File: config.mk
export PLATFORM = sky130hd
export DESIGN_NAME = power_switch_buck_ctrl_regs
export DESIGN_NICKNAME = d
export VERILOG_FILES = /design/src/verilog/ana_ctrl_pkg.sv /design/src/verilog/supply_decode_if.sv /design/src/verilog/supply_decode.sv /design/src/verilog/power_switch_buck_ctrl_regs.sv
export SDC_FILE = /design/constraint.sdc
export NUM_CORES = 1
export LEC_CHECK = 0
export BUFFER_PORTS_ARGS = -buffer_cell sky130_fd_sc_hd__buf_2
export CORE_MARGIN = 1
export CORE_UTILIZATION = 45
export CTS_CLUSTER_SIZE = 12
export DETAILED_ROUTE_END_ITERATION = 10
export PLACE_DENSITY = 0.76
export SYNTH_ARGS = -nofsm -noshare
export SYNTH_HDL_FRONTEND = slang
export SYNTH_SLANG_ARGS = --single-unit
File: constraint.sdc
create_clock -name CLOCK -period 2.1 [get_ports CLOCK]
set_input_delay 0.105 -clock CLOCK [delete_from_list [all_inputs] [get_ports CLOCK]]
set_output_delay 0.105 -clock CLOCK [all_outputs]
set_load 0.01 [all_outputs]
File: src/verilog/ana_ctrl_pkg.sv
// constants for the power switch and buck converter control registers
// How it works
// - bit 8 of the switch register drives the cpu domain switch, 1 on
// - bit 7 of the switch register drives the radio phy domain switch, 1 on
// - bit 6 of the switch register drives the link layer domain switch, 1 on
// - bit 5 of the switch register drives the flash supply switch, 1 on
// - bit 4 of the switch register drives the low power regulator switch, 1 on
// - bit 3 of the switch register drives the second sram bank switch, 1 on
// - bit 2 of the switch register drives the first sram bank switch, 1 on
// - core field 11/10 enables, 01 disables with pulldown, 00 disables floating
// - buck voltage limit field enables the output voltage limit when 1
// - buck calibration result is read only, shows the converter output, ignores writes
// - auto calibration code 00 off, 01 unused, 10 zero cmp, 11 max current cmp
// - buck test field puts the converter in test mode when 1
// - zero detection trim field is applied to the zero crossing detector
// - overcurrent trim field is applied to the overcurrent detector
`default_nettype none
package ana_ctrl_pkg;

   localparam int unsigned DATA_W = 32;

   // register offsets
   localparam logic [7:0] SWITCH_CTRL_OFFSET = 8'h34;
   localparam logic [7:0] BUCK_CTRL_OFFSET   = 8'h38;

   // power switch register
   localparam logic [31:0] SWITCH_CTRL_RESET = 32'h0000_01ff;
   localparam logic [31:0] SWITCH_CTRL_MASK  = 32'h0000_01ff;
   localparam int unsigned CPU_BIT           = 8;
   localparam int unsigned PHY_BIT           = 7;
   localparam int unsigned LINK_BIT          = 6;
   localparam int unsigned FLASH_BIT         = 5;
   localparam int unsigned LPREG_BIT         = 4;
   localparam int unsigned SRAM1_BIT         = 3;
   localparam int unsigned SRAM0_BIT         = 2;
   localparam int unsigned CORE_LSB          = 0;
   localparam int unsigned CORE_W            = 2;

   // core supply codes
   localparam logic [1:0] CORE_OFF_FLOAT = 2'h0;
   localparam logic [1:0] CORE_OFF_PULL  = 2'h1;

   // buck register layout
   localparam int unsigned BK_EN_BIT     = 0;
   localparam int unsigned BK_VOUT_LSB   = 1;
   localparam int unsigned BK_VOUT_W     = 4;
   localparam int unsigned BK_IMAX_LSB   = 5;
   localparam int unsigned BK_IMAX_W     = 3;
   localparam int unsigned BK_MODE_BIT   = 8;
   localparam int unsigned BK_TEST_BIT   = 9;
   localparam int unsigned BK_OCTRIM_LSB = 12;
   localparam int unsigned BK_ZDTRIM_LSB = 16;
   localparam int unsigned BK_TRIM_W     = 4;
   localparam int unsigned BK_CAL_LSB    = 20;
   localparam int unsigned BK_CAL_W      = 2;
   localparam int unsigned BK_RESULT_BIT = 22;
   localparam int unsigned BK_VLMT_BIT   = 23;
   localparam logic [31:0] BUCK_CTRL_RESET = 32'h0004_2123;
   // writable bits only; result bit and reserved bits excluded
   localparam logic [31:0] BUCK_CTRL_MASK  = 32'h00bf_f3ff;

   // automatic calibration codes
   typedef enum logic [1:0] {
      CAL_OFF     = 2'h0,
      CAL_UNUSED  = 2'h1,
      CAL_ZERO    = 2'h2,
      CAL_MAXCURR = 2'h3
   } cal_code_t;

endpackage
`default_nettype wire

File: src/verilog/supply_decode_if.sv
// signals between the register bank and the supply decoder
`timescale 1ns/100ps
`default_nettype none
interface supply_decode_if;
   import ana_ctrl_pkg::*;
   logic [CORE_W-1:0] core_code;
   logic [BK_CAL_W-1:0] cal_code;
   logic core_on;
   logic core_pulldown;
   logic cal_zero_start;
   logic cal_maxcurr_start;

   modport regs (output core_code, output cal_code,
                 input core_on, input core_pulldown, input cal_zero_start, input cal_maxcurr_start);
   modport dec (input core_code, input cal_code,
                output core_on, output core_pulldown, output cal_zero_start, output cal_maxcurr_start);
endinterface
`default_nettype wire

File: src/verilog/supply_decode.sv
// decoder for the core supply code and the buck calibration code
`timescale 1ns/100ps
`default_nettype none
module supply_decode
   import ana_ctrl_pkg::*;
(
   // clock and reset
   input  wire logic    clk,
   input  wire logic    rst,
   // codes in, decoded controls out
   supply_decode_if.dec dif
);

   logic core_on_reg,  core_on_next;
   logic core_pd_reg,  core_pd_next;
   logic cal_zero_reg, cal_zero_next;
   logic cal_max_reg,  cal_max_next;

   always_comb begin
      core_on_next = 1'b0;
      core_pd_next = 1'b0;
      unique case (dif.core_code)
         CORE_OFF_FLOAT: core_on_next = 1'b0;
         CORE_OFF_PULL:  core_pd_next = 1'b1;
         default:        core_on_next = 1'b1;
      endcase
      cal_zero_next = 1'b0;
      cal_max_next  = 1'b0;
      unique case (cal_code_t'(dif.cal_code))
         CAL_ZERO:    cal_zero_next = 1'b1;
         CAL_MAXCURR: cal_max_next  = 1'b1;
         CAL_OFF, CAL_UNUSED: cal_zero_next = 1'b0;
      endcase
   end

   // reset matches the register reset codes (core on, calibration off)
   always_ff @(posedge clk or posedge rst) begin
      if (rst) begin
         core_on_reg  <= 1'b1;
         core_pd_reg  <= 1'b0;
         cal_zero_reg <= 1'b0;
         cal_max_reg  <= 1'b0;
      end else begin
         core_on_reg  <= core_on_next;
         core_pd_reg  <= core_pd_next;
         cal_zero_reg <= cal_zero_next;
         cal_max_reg  <= cal_max_next;
      end
   end

   assign dif.core_on           = core_on_reg;
   assign dif.core_pulldown     = core_pd_reg;
   assign dif.cal_zero_start    = cal_zero_reg;
   assign dif.cal_maxcurr_start = cal_max_reg;

endmodule
`default_nettype wire

File: src/verilog/power_switch_buck_ctrl_regs.sv
// register bank for power domain switches and buck converter control
`timescale 1ns/100ps
`default_nettype none
module power_switch_buck_ctrl_regs
   import ana_ctrl_pkg::*;
#(
   parameter int unsigned ADDR_W = 8
)
(
   // clock and reset
   input  wire logic              CLOCK,
   input  wire logic              RESET,
   // register port
   input  wire logic [ADDR_W-1:0] ADDR,
   input  wire logic [31:0]       WDATA,
   input  wire logic              WRITE,
   input  wire logic              READ,
   output logic [31:0]            RDATA,
   // power domain switches
   output logic                   CPU_SWITCH_ON,
   output logic                   PHY_SWITCH_ON,
   output logic                   LINK_SWITCH_ON,
   output logic                   FLASH_SUPPLY_SWITCH_ON,
   output logic                   LPREG_SWITCH_ON,
   output logic                   SRAM_BANK1_SWITCH_ON,
   output logic                   SRAM_BANK0_SWITCH_ON,
   output logic                   CORE_SUPPLY_ON,
   output logic                   CORE_SUPPLY_PULLDOWN,
   // buck converter controls
   output logic                   BUCK_ENABLE,
   output logic [BK_VOUT_W-1:0]   BUCK_VOUT_TRIM,
   output logic [BK_IMAX_W-1:0]   BUCK_CURRENT_LIMIT,
   output logic                   BUCK_SWITCHING_MODE,
   output logic                   BUCK_TEST_ON,
   output logic [BK_TRIM_W-1:0]   BUCK_OVERCURRENT_TRIM,
   output logic [BK_TRIM_W-1:0]   BUCK_ZERO_DETECT_TRIM,
   output logic [BK_CAL_W-1:0]    BUCK_AUTO_CAL_SELECT,
   output logic                   BUCK_CAL_ZERO_START,
   output logic                   BUCK_CAL_MAXCURR_START,
   output logic                   BUCK_VLIMIT_ON,
   // analog calibration result, asynchronous to CLOCK
   input  wire logic              BUCK_CAL_RESULT
);

   initial begin
      if (ADDR_W < 8 || ADDR_W > 32) begin
         $error("ADDR_W must be 8 to 32");
      end
   end

   logic [31:0] sw_reg,    sw_next;
   logic [31:0] buck_reg,  buck_next;
   logic [31:0] rdata_reg, rdata_next;
   logic        cal_meta_reg;
   logic        cal_sync_reg;
   logic        hit_sw;
   logic        hit_buck;

   supply_decode_if dif ();

   assign hit_sw   = (ADDR == ADDR_W'(SWITCH_CTRL_OFFSET));
   assign hit_buck = (ADDR == ADDR_W'(BUCK_CTRL_OFFSET));

   // register writes and read data
   always_comb begin
      sw_next    = sw_reg;
      buck_next  = buck_reg;
      rdata_next = 32'h0000_0000;
      if (WRITE && hit_sw) begin
         sw_next = WDATA & SWITCH_CTRL_MASK;
      end
      // result bit is never taken from a write
      if (WRITE && hit_buck) begin
         buck_next = WDATA & BUCK_CTRL_MASK;
      end
      if (READ) begin
         if (hit_sw) begin
            rdata_next = sw_reg;
         end else if (hit_buck) begin
            rdata_next = buck_reg;
            rdata_next[BK_RESULT_BIT] = cal_sync_reg;
         end
      end
   end

   always_ff @(posedge CLOCK or posedge RESET) begin
      if (RESET) begin
         sw_reg    <= SWITCH_CTRL_RESET;
         buck_reg  <= BUCK_CTRL_RESET & BUCK_CTRL_MASK;
         rdata_reg <= 32'h0000_0000;
      end else begin
         sw_reg    <= sw_next;
         buck_reg  <= buck_next;
         rdata_reg <= rdata_next;
      end
   end

   // the result comes from the analog side, so two flops before use
   always_ff @(posedge CLOCK or posedge RESET) begin
      if (RESET) begin
         cal_meta_reg <= 1'b0;
         cal_sync_reg <= 1'b0;
      end else begin
         cal_meta_reg <= BUCK_CAL_RESULT;
         cal_sync_reg <= cal_meta_reg;
      end
   end

   assign RDATA = rdata_reg;

   assign CPU_SWITCH_ON          = sw_reg[CPU_BIT];
   assign PHY_SWITCH_ON          = sw_reg[PHY_BIT];
   assign LINK_SWITCH_ON         = sw_reg[LINK_BIT];
   assign FLASH_SUPPLY_SWITCH_ON = sw_reg[FLASH_BIT];
   assign LPREG_SWITCH_ON        = sw_reg[LPREG_BIT];
   assign SRAM_BANK1_SWITCH_ON   = sw_reg[SRAM1_BIT];
   assign SRAM_BANK0_SWITCH_ON   = sw_reg[SRAM0_BIT];

   assign dif.core_code = sw_reg[CORE_LSB +: CORE_W];
   assign dif.cal_code  = buck_reg[BK_CAL_LSB +: BK_CAL_W];

   supply_decode u_decode (
      .clk (CLOCK),
      .rst (RESET),
      .dif (dif.dec)
   );

   assign CORE_SUPPLY_ON         = dif.core_on;
   assign CORE_SUPPLY_PULLDOWN   = dif.core_pulldown;
   assign BUCK_CAL_ZERO_START    = dif.cal_zero_start;
   assign BUCK_CAL_MAXCURR_START = dif.cal_maxcurr_start;

   // buck fields drive their outputs straight from the register, with no high voltage sync
   assign BUCK_ENABLE            = buck_reg[BK_EN_BIT];
   assign BUCK_VOUT_TRIM         = buck_reg[BK_VOUT_LSB +: BK_VOUT_W];
   assign BUCK_CURRENT_LIMIT     = buck_reg[BK_IMAX_LSB +: BK_IMAX_W];
   assign BUCK_SWITCHING_MODE    = buck_reg[BK_MODE_BIT];
   assign BUCK_TEST_ON           = buck_reg[BK_TEST_BIT];
   assign BUCK_OVERCURRENT_TRIM  = buck_reg[BK_OCTRIM_LSB +: BK_TRIM_W];
   assign BUCK_ZERO_DETECT_TRIM  = buck_reg[BK_ZDTRIM_LSB +: BK_TRIM_W];
   assign BUCK_AUTO_CAL_SELECT   = buck_reg[BK_CAL_LSB +: BK_CAL_W];
   assign BUCK_VLIMIT_ON         = buck_reg[BK_VLMT_BIT];

endmodule
`default_nettype wire

==> impl_metrics.yaml <==
placement:
  portBuffers: 87
  place_area_mm2: 0.00270
  dp_hpwl_mm: 2.84
  preCtsSetupSlack_ns: 0.737
  place_congestion: 0.700
power:
  intPower_mw: 1.76
  power.density_mw_per_mm2: 766
  p_comb_share_pct: 7.1
  ir_drop_mv: 0.406
  power.switching_mw: 0.493
  seqPwrFrac_pct: 52.5
  pwr-share-clk_pct: 40.4
  p_sw_share_pct: 21.9
  power_leakage_nw: 1.62
final_layout:
  finish.instance_area_mm2: 0.00294
  diodes: 0
  layout-drive-gt1-share_pct: 61.2
  largest_reg_flops: 22
  layout.nets: 295
  area_growth_syn_to_layout_pct: 33.7
  final_core_util_pct: 62.3
global_routing:
  overflow: 0
  grt_pass1_vias: 1519
  grt_max_degree: 24
  grt_usage_pct: 18.1
  antenna_found_initial: 0
  grt_pass1_wl_mm: 6.93
synthesis:
  synth_common_cells: "dfrtp_1 (42), mux2_2 (29), dfstp_2 (16)"
  ys_types: 21
  yosys_warnings: 0
  yosysSeqAreaShare_pct: 66.9
  yosys-top-cells-area: "dfrtp_1 (48%), dfstp_2 (19%), mux2_2 (15%), and2_1 (4.0%), buf_4 (3.4%)"
  netlist.area_leader.share_pct: 47.8
  synth-seq-cells: 58
  synthFlopType: "dfrtp_1"
  synthArstFlopShare_pct: 100
  synth_top_area_cell: "dfrtp_1"
  synth_area_mm2: 0.00220
  synth_area_per_cell_um2: 15.1
  synth_cells: 146
  synth_most_common_cell: "dfrtp_1"
  synth_edf_count: 0
drt:
  postRouteAntennaNets: 0
  drtIter0Drc: 73
  viasPerCell: 4.54
  drcViolationCount: 0
  drt-pass1-iter-count: 4
  vias: 1462
  wl_per_cell_um: 12.7
  totalWireLength_mm: 4.09
worst_setup_path:
  path_cells: "buf_2"
  cp_slowest_cell: "dfstp_2"
  cp-start-kind: "flop"
  path_delay_family: "flip-flops"
  path_max_fanout: 3
  worstPathRequired_ns: 2.00
  cp_num_buf_inv: 1
  critical_path_class: "flop to primary output"
  cpPeakStageDelay_ns: 0.54
  cp-end-kind: "primary output"
  cp.arrival_ns: 1.00
clock_tree:
  cts_tree: "built"
  cts_resized: 0
  clk-insertion-delay-late_ns: 0.32
  cts_buffer_depth: 2
  post-cts-setup-buffers: 0
  clkTransAtPathRegs_ns: 0.06
  cts_buffers: 9
  cts_root_buf: "clkbuf_8"
  hold_buffers: 6
  cts.sinks: 58
  h-tree-depth: 3
worst_hold_path:
  hp-class: "input pin to flop"
sta:
  hold_violations: 0
  max_freq_mhz: 905
  fin_skew_ns: 0.00331
  min_period_ns: 1.11
  fin_tns_setup_ns: 0
  rsz0062_at_grt: "no"
  slew_violations: 0
  fin_crit_sh_pct: 52.6
  setup_slack_ns: 0.994
  whs_ns: 0.0119
  setup_violations: 0
die:
  coreArea_mm2: 0.00472
  rows: 25
  pin_count: 109
  dieArea_mm2: 0.00517
  initial_utilization_pct: 46.6
  die_h_um: 71.9
  die_x_um: 71.9
job:
  maxCapViolCount: 0
run_status:
  status: "completed"
-- routing by layer --
layer  global-route usage (%)  routed length (µm)
met1                     20.8                1750
met2                     29.9                1950
met3                     5.97                 332
met4                     10.5                  68
met5                        0                   0
-- final timing paths --
check	startpoint	endpoint	slack, ns	cells past startpoint
worst max-delay path	sw_reg[2]	SRAM_BANK0_SWITCH_ON	0.99	1
worst min-delay path	WDATA[12]	buck_reg[12]	0.01	2
worst max register to register	buck_reg[20]	buck_reg[20]	1.31	1
worst min register to register	cal_meta_reg	cal_sync_reg	0.35	0
max in group asynchronous	RESET	buck_reg[1]	1.14	4
min in group asynchronous	RESET	buck_reg[15]	0.30	3
-- cells by family after synthesis --
kind of cell / share of synthesized area [%]
AOI/OAI and AO/OA: 3.07
buffers and inverters: 4.66
DFF: 66.9
muxes: 15.3
other: 0.170
and+or+nand+nor: 9.89
-- area by class of cell --
cell class / count / area, µm²
Timing Repair Buffer: 99 / 541
Multi-Input combinational cell: 81 / 661
Clock inverter: 2 / 10.0
Inverter: 1 / 3.75
Sequential cell: 58 / 1470
Tap cell: 67 / 83.8
Fill cell: 383 / 1780
Clock buffer: 14 / 173
-- cells in the final DEF (no fill, tap or decap), types with 9 or more instances in the layout --
| master | synthesis | final |
|---|---|---|
| a22oi_1 | 9 | 9 |
| and2_1 | 14 | 14 |
| buf_2 | 3 | 87 |
| clkbuf_8 | 0 | 12 |
| conb_1 | 1 | 10 |
| dfrtp_1 | 42 | 42 |
| dfstp_2 | 16 | 16 |
| mux2_2 | 29 | 29 |
| nor2_1 | 9 | 9 |
-- stage by stage --
stage | total power, mW | std cells
detailed placement | 1.36 | 300
global placement | 1.35 | 300
finish | 2.25 | 322
floorplan | 1.29 | 155
global route | 2.36 | 322
CTS | 2.29 | 322
-- power groups by stage --
stage	sequential [mW]	combinational (mW)	clock [mW]
after global placement	1.20	0.151	0
after CTS	1.18	0.163	0.940
after detailed placement	1.20	0.154	0
after global routing	1.19	0.179	0.992
final	1.18	0.160	0.910
after floorplan	1.21	0.0733	0
Note: power is estimated with default switching activity, not from simulation.
